`config.mk`:
```
export PLATFORM = sky130hd
export DESIGN_NAME = numeric_format_converter
export DESIGN_NICKNAME = d
export VERILOG_FILES = /design/src/hw/fmt_pkg.sv /design/src/hw/stack_if.sv /design/src/hw/reg_stack.sv /design/src/hw/numeric_format_converter.sv
export SDC_FILE = /design/constraint.sdc
export NUM_CORES = 2
export LEC_CHECK = 0
export BUFFER_PORTS_ARGS = -buffer_cell sky130_fd_sc_hd__clkbuf_2
export CAP_MARGIN = 20
export CORE_MARGIN = 2
export CORE_UTILIZATION = 40
export CTS_CLUSTER_DIAMETER = 30
export CTS_CLUSTER_SIZE = 20
export DETAILED_ROUTE_END_ITERATION = 10
export GPL_TIMING_DRIVEN = 0
export PLACE_DENSITY = 0.64
export SYNTH_ARGS = -nofsm -noshare
export SYNTH_HDL_FRONTEND = slang
export SYNTH_SLANG_ARGS = --single-unit
```
`constraint.sdc`:
```
create_clock -name sys_clk_in -period 117.3 [get_ports sys_clk_in]
set_input_delay 23.46 -clock sys_clk_in [delete_from_list [all_inputs] [get_ports sys_clk_in]]
set_output_delay 23.46 -clock sys_clk_in [all_outputs]
set_load 0.1 [all_outputs]
```
`src/hw/fmt_pkg.sv`:
```
// constants, formats and states shared by the format converter and its register stack
// assumes a single 125 MHz clock domain and an active-low asynchronous reset
package fmt_pkg;
  localparam int EXT_W = 80;
  localparam int ADDR_W = 32;
  localparam int STACK_DEPTH = 8;
  localparam int BCD_DIGITS = 18;
  localparam int BCD_W = 72;
  localparam int DABBLE_STEPS = 64;
  // exponent biases for normalized values
  localparam logic [14:0] BIAS_SHORT = 15'h007f;
  localparam logic [14:0] BIAS_LONG = 15'h03ff;
  localparam logic [14:0] BIAS_EXT = 15'h3fff;
  localparam logic [14:0] EXP_EXT_MAX = 15'h7fff;
  localparam logic [16:0] SHORT_EXP_MAX = 17'h0_00ff;
  localparam logic [16:0] LONG_EXP_MAX = 17'h0_07ff;
  // field positions
  localparam int SIGN_EXT = 79;
  localparam int SIGN_BCD = 79;
  localparam int SIGN_LONG = 63;
  localparam int SIGN_SHORT = 31;
  localparam int WIDTH_I16 = 16;
  localparam int WIDTH_I32 = 32;
  localparam int WIDTH_I64 = 64;
  localparam logic [63:0] BCD_LIMIT = 64'h0de0_b6b3_a764_0000;
  localparam logic [63:0] INT_INDEFINITE = 64'h8000_0000_0000_0000;
  localparam logic [5:0] BCD_STEPS_INIT = 6'h12;
  localparam logic [6:0] DABBLE_INIT = 7'h40;
  localparam logic [2:0] TOP_RESET = 3'h0;
  typedef enum logic [2:0] {FMT_I16, FMT_I32, FMT_I64, FMT_R32, FMT_R64, FMT_BCD, FMT_EXT} fmt_e;
  typedef enum logic [1:0] {ST_IDLE, ST_BCD_LOAD, ST_BCD_STORE, ST_DONE} conv_state_e;
endpackage

```
`src/hw/stack_if.sv`:
```
// carrier between the converter and its eight-entry register stack
// assumes both ends sit on the same clock
`timescale 1ns/100ps
`default_nettype none
interface stack_if;
  logic wr_en;
  logic push;
  logic pop;
  logic [2:0] rel;
  logic [79:0] wr_data;
  logic [79:0] rd_data;
  logic [2:0] top;
  modport owner (output wr_en, output push, output pop, output rel, output wr_data,
    input rd_data, input top);
  modport store (input wr_en, input push, input pop, input rel, input wr_data,
    output rd_data, output top);
endinterface
`default_nettype wire

```
`src/hw/reg_stack.sv`:
```
// eight 80-bit data registers addressed relative to the top-of-stack pointer
// assumes the owner never pushes and pops in the same cycle
`timescale 1ns/100ps
`default_nettype none
module reg_stack (
  input wire logic sys_clk_in,
  input wire logic rst_n_in,
  stack_if.store bus
);
  import fmt_pkg::*;

  typedef struct packed {
    logic [2:0] top;
    logic [STACK_DEPTH-1:0][EXT_W-1:0] regs;
  } stack_s;

  stack_s cur;
  stack_s next_cur;
  logic [2:0] wr_idx;

  ////////////////////////////////////////////////////////////////////////////
  // the stack grows down: a push moves top one entry lower first
  always_comb begin
    next_cur = cur;
    wr_idx = bus.push ? cur.top - 3'h1 : cur.top + bus.rel;
    if (bus.wr_en) begin
      next_cur.regs[wr_idx] = bus.wr_data;
    end
    if (bus.push) begin
      next_cur.top = cur.top - 3'h1;
    end else if (bus.pop) begin
      next_cur.top = cur.top + 3'h1;
    end
  end

  assign bus.rd_data = cur.regs[cur.top + bus.rel];
  assign bus.top = cur.top;

  always_ff @(posedge sys_clk_in or negedge rst_n_in) begin
    if (!rst_n_in) begin
      cur <= '0;
    end else begin
      cur <= next_cur;
    end
  end
endmodule
`default_nettype wire

```
`src/hw/numeric_format_converter.sv`:
```
// memory-format to extended-precision converter with register stack and fault pointers
// assumes the host presents operands as little-endian byte images, byte 0 in bits 7:0
`timescale 1ns/100ps
`default_nettype none
module numeric_format_converter (
  input wire logic sys_clk_in,
  input wire logic rst_n_in,
  input wire logic cmd_valid_in,
  output logic cmd_ready_out,
  input wire logic cmd_store_in,
  input wire fmt_pkg::fmt_e cmd_fmt_in,
  input wire logic cmd_explicit_in,
  input wire logic [2:0] cmd_reg_in,
  input wire logic cmd_pop_in,
  input wire logic [fmt_pkg::ADDR_W-1:0] cmd_instr_addr_in,
  input wire logic [fmt_pkg::ADDR_W-1:0] cmd_operand_addr_in,
  input wire logic [fmt_pkg::EXT_W-1:0] mem_data_in,
  output logic [fmt_pkg::EXT_W-1:0] mem_data_out,
  output logic done_out,
  input wire logic escape_issued_in,
  input wire logic err_clear_in,
  output logic err_out,
  output logic [fmt_pkg::ADDR_W-1:0] instr_ptr_out,
  output logic [fmt_pkg::ADDR_W-1:0] operand_ptr_out,
  output logic [2:0] stack_top_out
);
  import fmt_pkg::*;

  typedef struct packed {
    conv_state_e state;
    logic store;
    logic explicit_sel;
    logic [2:0] reg_idx;
    logic sign;
    logic [63:0] acc;
    logic [BCD_W-1:0] bcd;
    logic [6:0] cnt;
    logic [EXT_W-1:0] out_data;
    logic done;
    logic err_pending;
    logic err;
    logic [ADDR_W-1:0] cur_instr;
    logic [ADDR_W-1:0] cur_operand;
    logic [ADDR_W-1:0] instr_ptr;
    logic [ADDR_W-1:0] operand_ptr;
  } conv_s;

  conv_s cur;
  conv_s next_cur;
  stack_if sbus ();

  ////////////////////////////////////////////////////////////////////////////
  // conversion functions

  // two's complement integer to extended, normalised so the integer bit is set
  function automatic logic [79:0] int_to_ext(input logic [63:0] v);
    logic s;
    logic [63:0] m;
    logic [6:0] lz;
    logic found;
    s = v[63];
    m = s ? (~v + 64'h0000_0000_0000_0001) : v;
    lz = 7'h00;
    found = 1'b0;
    for (int i = 63; i >= 0; i--) begin
      if (!found && m[i]) begin
        found = 1'b1;
      end else if (!found) begin
        lz = lz + 7'h01;
      end
    end
    if (m == 64'h0000_0000_0000_0000) begin
      return 80'h0;
    end
    return {s, BIAS_EXT + 15'h003f - {8'h00, lz}, m << lz};
  endfunction

  // extended to w-bit two's complement, truncating toward zero
  function automatic logic [63:0] ext_to_int(input logic [79:0] x, input logic [6:0] w,
      output logic ovf);
    logic [14:0] sh;
    logic [63:0] mag;
    logic [63:0] lim;
    logic [63:0] r;
    ovf = 1'b0;
    r = 64'h0000_0000_0000_0000;
    sh = x[78:64] - BIAS_EXT;
    lim = (64'h0000_0000_0000_0001 << (w - 7'h01)) - {63'h0, ~x[SIGN_EXT]};
    if (x[78:64] < BIAS_EXT) begin
      r = 64'h0000_0000_0000_0000;
    end else if (x[78:64] == EXP_EXT_MAX || sh > 15'h003f) begin
      ovf = 1'b1;
    end else begin
      mag = x[63:0] >> (6'h3f - sh[5:0]);
      if (mag > lim) begin
        ovf = 1'b1;
      end else begin
        r = x[SIGN_EXT] ? (~mag + 64'h0000_0000_0000_0001) : mag;
      end
    end
    if (ovf) begin
      r = INT_INDEFINITE >> (7'h40 - w);
    end
    return r;
  endfunction

  // binary real image to extended; subnormal inputs flush to signed zero
  function automatic logic [79:0] real_to_ext(input logic [63:0] d, input logic is_long);
    logic s;
    logic [14:0] e;
    logic [62:0] f;
    logic zero;
    logic special;
    s = is_long ? d[SIGN_LONG] : d[SIGN_SHORT];
    e = is_long ? {4'h0, d[62:52]} : {7'h00, d[30:23]};
    f = is_long ? {d[51:0], 11'h000} : {d[22:0], 40'h00_0000_0000};
    zero = (e == 15'h0000);
    special = is_long ? (e == LONG_EXP_MAX[14:0]) : (e == SHORT_EXP_MAX[14:0]);
    if (zero) begin
      return {s, 79'h0};
    end else if (special) begin
      return {s, EXP_EXT_MAX, 1'b1, f};
    end
    return {s, e - (is_long ? BIAS_LONG : BIAS_SHORT) + BIAS_EXT, 1'b1, f};
  endfunction

  // extended to binary real image; the integer bit is dropped, excess precision truncated
  function automatic logic [63:0] ext_to_real(input logic [79:0] x, input logic is_long,
      output logic ovf);
    logic s;
    logic [16:0] ne;
    logic [16:0] emax;
    logic [51:0] f;
    logic special;
    s = x[SIGN_EXT];
    ovf = 1'b0;
    special = (x[78:64] == EXP_EXT_MAX);
    emax = is_long ? LONG_EXP_MAX : SHORT_EXP_MAX;
    ne = {2'b00, x[78:64]} - {2'b00, BIAS_EXT} + {2'b00, is_long ? BIAS_LONG : BIAS_SHORT};
    f = is_long ? x[62:11] : {29'h0, x[62:40]};
    if (x[78:64] == 15'h0000 || ne[16] || ne == 17'h0_0000) begin
      ne = 17'h0_0000;
      f = 52'h0;
    end else if (special || ne >= emax) begin
      ovf = !special;
      ne = emax;
      f = special ? f : 52'h0;
    end
    if (is_long) begin
      return {s, ne[10:0], f};
    end
    return {32'h0000_0000, s, ne[7:0], f[22:0]};
  endfunction

  // one double-dabble correction: add three to every digit of five or more
  function automatic logic [71:0] dabble_adjust(input logic [71:0] b);
    logic [71:0] r;
    r = b;
    for (int i = 0; i < BCD_DIGITS; i++) begin
      if (r[i*4 +: 4] >= 4'h5) begin
        r[i*4 +: 4] = r[i*4 +: 4] + 4'h3;
      end
    end
    return r;
  endfunction

  ////////////////////////////////////////////////////////////////////////////
  // control

  logic accept;
  logic conv_ovf;
  logic int_ovf;
  logic [6:0] int_w;
  logic [63:0] int_val;
  logic [63:0] bcd_mag;
  logic [79:0] load_val;
  logic [79:0] store_val;
  logic [63:0] ld_int;

  assign cmd_ready_out = (cur.state == ST_IDLE);
  assign accept = cmd_valid_in && cmd_ready_out;

  always_comb begin
    int_w = 7'(WIDTH_I64);
    if (cmd_fmt_in == FMT_I16) begin
      int_w = 7'(WIDTH_I16);
    end else if (cmd_fmt_in == FMT_I32) begin
      int_w = 7'(WIDTH_I32);
    end
    // sign extension from the top of the narrow image
    ld_int = mem_data_in[63:0];
    if (cmd_fmt_in == FMT_I16) begin
      ld_int = {{48{mem_data_in[15]}}, mem_data_in[15:0]};
    end else if (cmd_fmt_in == FMT_I32) begin
      ld_int = {{32{mem_data_in[31]}}, mem_data_in[31:0]};
    end
    int_val = ext_to_int(sbus.rd_data, int_w, int_ovf);
    bcd_mag = int_val[63] ? (~int_val + 64'h0000_0000_0000_0001) : int_val;
    load_val = mem_data_in;
    store_val = sbus.rd_data;
    conv_ovf = 1'b0;
    case (cmd_fmt_in)
      FMT_I16, FMT_I32, FMT_I64: begin
        load_val = int_to_ext(ld_int);
        store_val = {16'h0000, int_val & ((64'h0000_0000_0000_0001 << int_w) - 64'h1)};
        if (int_w == 7'(WIDTH_I64)) begin
          store_val = {16'h0000, int_val};
        end
        conv_ovf = int_ovf;
      end
      FMT_R32, FMT_R64: begin
        load_val = real_to_ext(mem_data_in[63:0], cmd_fmt_in == FMT_R64);
        store_val = {16'h0000, ext_to_real(sbus.rd_data, cmd_fmt_in == FMT_R64, conv_ovf)};
      end
      FMT_BCD: begin
        conv_ovf = int_ovf || (bcd_mag >= BCD_LIMIT);
      end
      default: begin
      end
    endcase
  end

  always_comb begin
    next_cur = cur;
    next_cur.done = 1'b0;
    // a clear gives way to an error raised in the same cycle
    next_cur.err_pending = cur.err_pending && !err_clear_in;
    sbus.wr_en = 1'b0;
    sbus.push = 1'b0;
    sbus.pop = 1'b0;
    sbus.rel = cmd_explicit_in ? cmd_reg_in : 3'h0;
    sbus.wr_data = load_val;
    case (cur.state)
      ST_IDLE: begin
        if (accept) begin
          next_cur.store = cmd_store_in;
          next_cur.explicit_sel = cmd_explicit_in;
          next_cur.reg_idx = cmd_reg_in;
          next_cur.cur_instr = cmd_instr_addr_in;
          next_cur.cur_operand = cmd_operand_addr_in;
          next_cur.state = ST_DONE;
          if (cmd_store_in) begin
            sbus.pop = cmd_pop_in && !cmd_explicit_in;
            next_cur.out_data = store_val;
            if (conv_ovf) begin
              next_cur.err_pending = 1'b1;
            end
            if (cmd_fmt_in == FMT_BCD) begin
              next_cur.sign = sbus.rd_data[SIGN_EXT];
              next_cur.acc = conv_ovf ? 64'h0000_0000_0000_0000 : bcd_mag;
              next_cur.bcd = '0;
              next_cur.cnt = DABBLE_INIT;
              next_cur.state = ST_BCD_STORE;
            end
          end else if (cmd_fmt_in == FMT_BCD) begin
            next_cur.sign = mem_data_in[SIGN_BCD];
            next_cur.bcd = mem_data_in[BCD_W-1:0];
            next_cur.acc = 64'h0000_0000_0000_0000;
            next_cur.cnt = {1'b0, BCD_STEPS_INIT};
            next_cur.state = ST_BCD_LOAD;
          end else begin
            sbus.wr_en = 1'b1;
            sbus.push = !cmd_explicit_in;
          end
        end
      end
      ST_BCD_LOAD: begin
        // most significant digit first, so the last digit taken is digit zero
        next_cur.acc = (cur.acc << 3) + (cur.acc << 1) + {60'h0, cur.bcd[71:68]};
        next_cur.bcd = cur.bcd << 4;
        next_cur.cnt = cur.cnt - 7'h01;
        if (cur.bcd[71:68] > 4'h9) begin
          next_cur.err_pending = 1'b1;
        end
        if (cur.cnt == 7'h00) begin
          sbus.rel = cur.explicit_sel ? cur.reg_idx : 3'h0;
          sbus.wr_data = int_to_ext(cur.sign ? (~cur.acc + 64'h1) : cur.acc);
          sbus.wr_en = 1'b1;
          sbus.push = !cur.explicit_sel;
          next_cur.acc = cur.acc;
          next_cur.state = ST_DONE;
        end
      end
      ST_BCD_STORE: begin
        // one bit a cycle keeps the adder small at the cost of 64 cycles
        {next_cur.bcd, next_cur.acc} = {dabble_adjust(cur.bcd), cur.acc} << 1;
        next_cur.cnt = cur.cnt - 7'h01;
        if (cur.cnt == 7'h00) begin
          next_cur.bcd = cur.bcd;
          next_cur.acc = cur.acc;
          next_cur.out_data = {cur.sign, 7'h00, cur.bcd};
          next_cur.state = ST_DONE;
        end
      end
      default: begin
        next_cur.done = 1'b1;
        next_cur.state = ST_IDLE;
      end
    endcase
    // capture the failing addresses when an error is newly raised
    if (next_cur.err_pending && !(cur.err_pending && !err_clear_in)) begin
      next_cur.instr_ptr = next_cur.cur_instr;
      next_cur.operand_ptr = next_cur.cur_operand;
    end
    next_cur.err = next_cur.err_pending && escape_issued_in;
  end

  ////////////////////////////////////////////////////////////////////////////
  // state register and stack

  always_ff @(posedge sys_clk_in or negedge rst_n_in) begin
    if (!rst_n_in) begin
      cur <= '0;
    end else begin
      cur <= next_cur;
    end
  end

  reg_stack u_stack (
    .sys_clk_in(sys_clk_in),
    .rst_n_in(rst_n_in),
    .bus(sbus.store)
  );

  assign mem_data_out = cur.out_data;
  assign done_out = cur.done;
  assign err_out = cur.err;
  assign instr_ptr_out = cur.instr_ptr;
  assign operand_ptr_out = cur.operand_ptr;
  assign stack_top_out = sbus.top;
endmodule
`default_nettype wire

```
==> results_dict.tcl <==
set metrics [dict create \
    grt_max_degree 107 \
    yosysUniqueCellTypes 180 \
    slew_violations 0 \
    drive_gt1_share_pct 19.61 \
    cts_buffer_depth 3 \
    finalWorstPathRequiredPeriod_ps 72450 \
    die_area_um2 254000 \
    cts.sinks 1004 \
    post_cts_buffers 0 \
    clk_pin_slew_ps 50 \
    synthDominantCellAreaShare_pct 25.13 \
    placed_cells 15302 \
    drtIter0Drc 13115 \
    multi_input_area_um2 68940 \
    status "finished, violations left" \
    skew_ps 151.4 \
    max_slew.worst_pin.slew_ps 1319 \
    start_util_pct 40.20 \
    gp_congestion 1.074 \
    fillers 24339 \
    synth_area_leaders "dfrtp_1, mux2_2, mux4_2, nor2_1, nand2_1" \
    grt_pass1_vias 94009 \
    rsz0062_at_grt "false" \
    insertion_delay_ps 930 \
    grt_first_pass_wirelength_mm 676.7 \
    syn-num-nets 12167 \
    root_buffer "clkbuf_16" \
    post-synth-top-count-cell "nor2_1" \
    maxCapViolCount 0 \
    holdWs_ps 469.0 \
    setup_violations 0 \
    timing.slew.headroom_pct 12.07 \
    grt_overflow 0 \
    io_buffers 267 \
    synth_edf_count 0 \
    cts_hold_buf 0 \
    area_delta_synth_final_pct 14.98 \
    finalSetupTns_ps 0 \
    ios 308 \
    dr.pass1.iters 11 \
    drcViolationCount 21 \
    async_reset_ff_share_pct 100.0 \
    rrSetupSlack_ps 65640 \
    vias 99914 \
    viasPerCell 6.342 \
    fp.dieW_um 503.9 \
    cts_tree "built" \
    synth_ff_type "dfrtp_1" \
    hold_viol 0 \
    antenna_found_initial 48 \
    cts_resized 0 \
    post-route-period-util_pct 61.77 \
    drt_wl_total_mm 477.1 \
    hp-class "register to register" \
    failed_checks "design-rule violations" \
    netlist_instances 11631 \
    crit_arrival_ps 73170 \
    antenna_left 0 \
    startpoint_type "primary input" \
    dpl.hpwl_mm 384.2 \
    worst_path_max_delay_cell "a211oi_2" \
    yosysWarnings 0 \
    synth_top_area_cell "dfrtp_1" \
    netlist_top_cells_count "nor2_1, nand2_1, dfrtp_1, o21ai_0, a21oi_1" \
    wire_per_inst_um 30.28 \
    syn_area_um2 99970 \
    cp_max_fo 10 \
    timing.fmax_mhz 13.80 \
    avgSynthCellArea_um2 8.595 \
    die_h_um 503.9 \
    fin_util_pct 46.23 \
    grt.total_usage_pct 35.98 \
    layout.cells.non_filler 15755 \
    core_area_um2 248700 \
    fin_nets 12743 \
    seq_area_frac_synth_pct 25.13 \
    endpoint_kind "register" \
    crit_type "primary input to register" \
    critPathMaxStageDelay_ps 930 \
    cts_buffers 218 \
    required_ps 118020 \
    regArea_um2 25120 \
    fp-row-count 183 \
    ctsHtreeMaxLevel 4 \
    ys_ff_latch 1004 \
    cpMostUsedCell "ha_1" \
]
-- placed cells by master (no fill, tap or decap), types with 190 or more instances in the layout --
master,instances
xor2_1,265
nand2_1,1288
mux2i_1,324
xnor2_1,429
inv_1,245
o22ai_1,190
nor3_1,235
o21ai_0,734
a21oi_1,686
clkbuf_16,218
clkbuf_1,591
dfrtp_1,1004
mux2_2,667
nor2_1,1323
clkbuf_2,270
mux4_2,270
ha_1,375
nand3_1,248
-- through the flow --
step / setup slack, ps / instance area [um2]
3_5_place_dp: 45050 / 106600
2_1_floorplan: 53310 / 99970
3_3_place_gp: 45050 / 105500
6_report: 44850 / 114900
4_1_cts: 45700 / 114700
5_1_grt: 41760 / 114900
-- critical path, delay by kind of cell --
family                     cells  cell delay (ps)
adders and majority gates     60            18880
AOI/OAI and AO/OA             60            14010
and+or+nand+nor               67             7160
muxes                         29             6000
buffers and inverters         14             3510
-- registers in the layout, indices dropped and copies added, names as in the netlist --
name             flops
u_stack.cur        640
err_out              1
cur                215
u_stack.bus.top      3
done_out             1
operand_ptr_out     32
instr_ptr_out       32
mem_data_out        80
-- routing by layer --
layer	track usage, %	share of wire (%)
met1	48.02	41
met2	52.85	42
met3	8.896	10
met4	20.56	6.6
met5	0	0.049
-- worst paths after layout --
check / from / to / cells after the start
worst max-delay path: cmd_fmt_in[0] / u_stack.cur[218] / 230
worst min register to register: u_stack.cur[148] / u_stack.cur[148] / 2
max in group asynchronous: rst_n_in / u_stack.cur[380] / 5
min in group asynchronous: rst_n_in / mem_data_out[48] / 1
worst max register to register: cur[290] / u_stack.cur[218] / 242
worst min-delay path: u_stack.cur[148] / u_stack.cur[148] / 2
-- cell type report --
type / instances / area share [%]
flip-flops and latches: 1004 / 21.86
clock buffers: 265 / 5.169
well taps: 3330 / 3.625
diodes: 27 / 0.05878
inverters: 254 / 0.8316
clock inverters: 146 / 1.918
repair buffers: 356 / 2.217
multi-input cells: 9437 / 59.98
plain buffers: 936 / 4.342
-- cells by family after synthesis --
family	after synthesis	synth area share, %
AOI/OAI and AO/OA	2934	19.85
xor gates and xnor gates	789	8.042
adders and majority gates	391	4.885
buffers and inverters	1190	5.947
DFF	1004	25.13
muxes	1276	17.06
and+or+nand+nor	4047	19.08
Power is left out: the tool's default activity adds up to more than one toggle a clock period on the data nets, which glitch-free logic cannot reach.
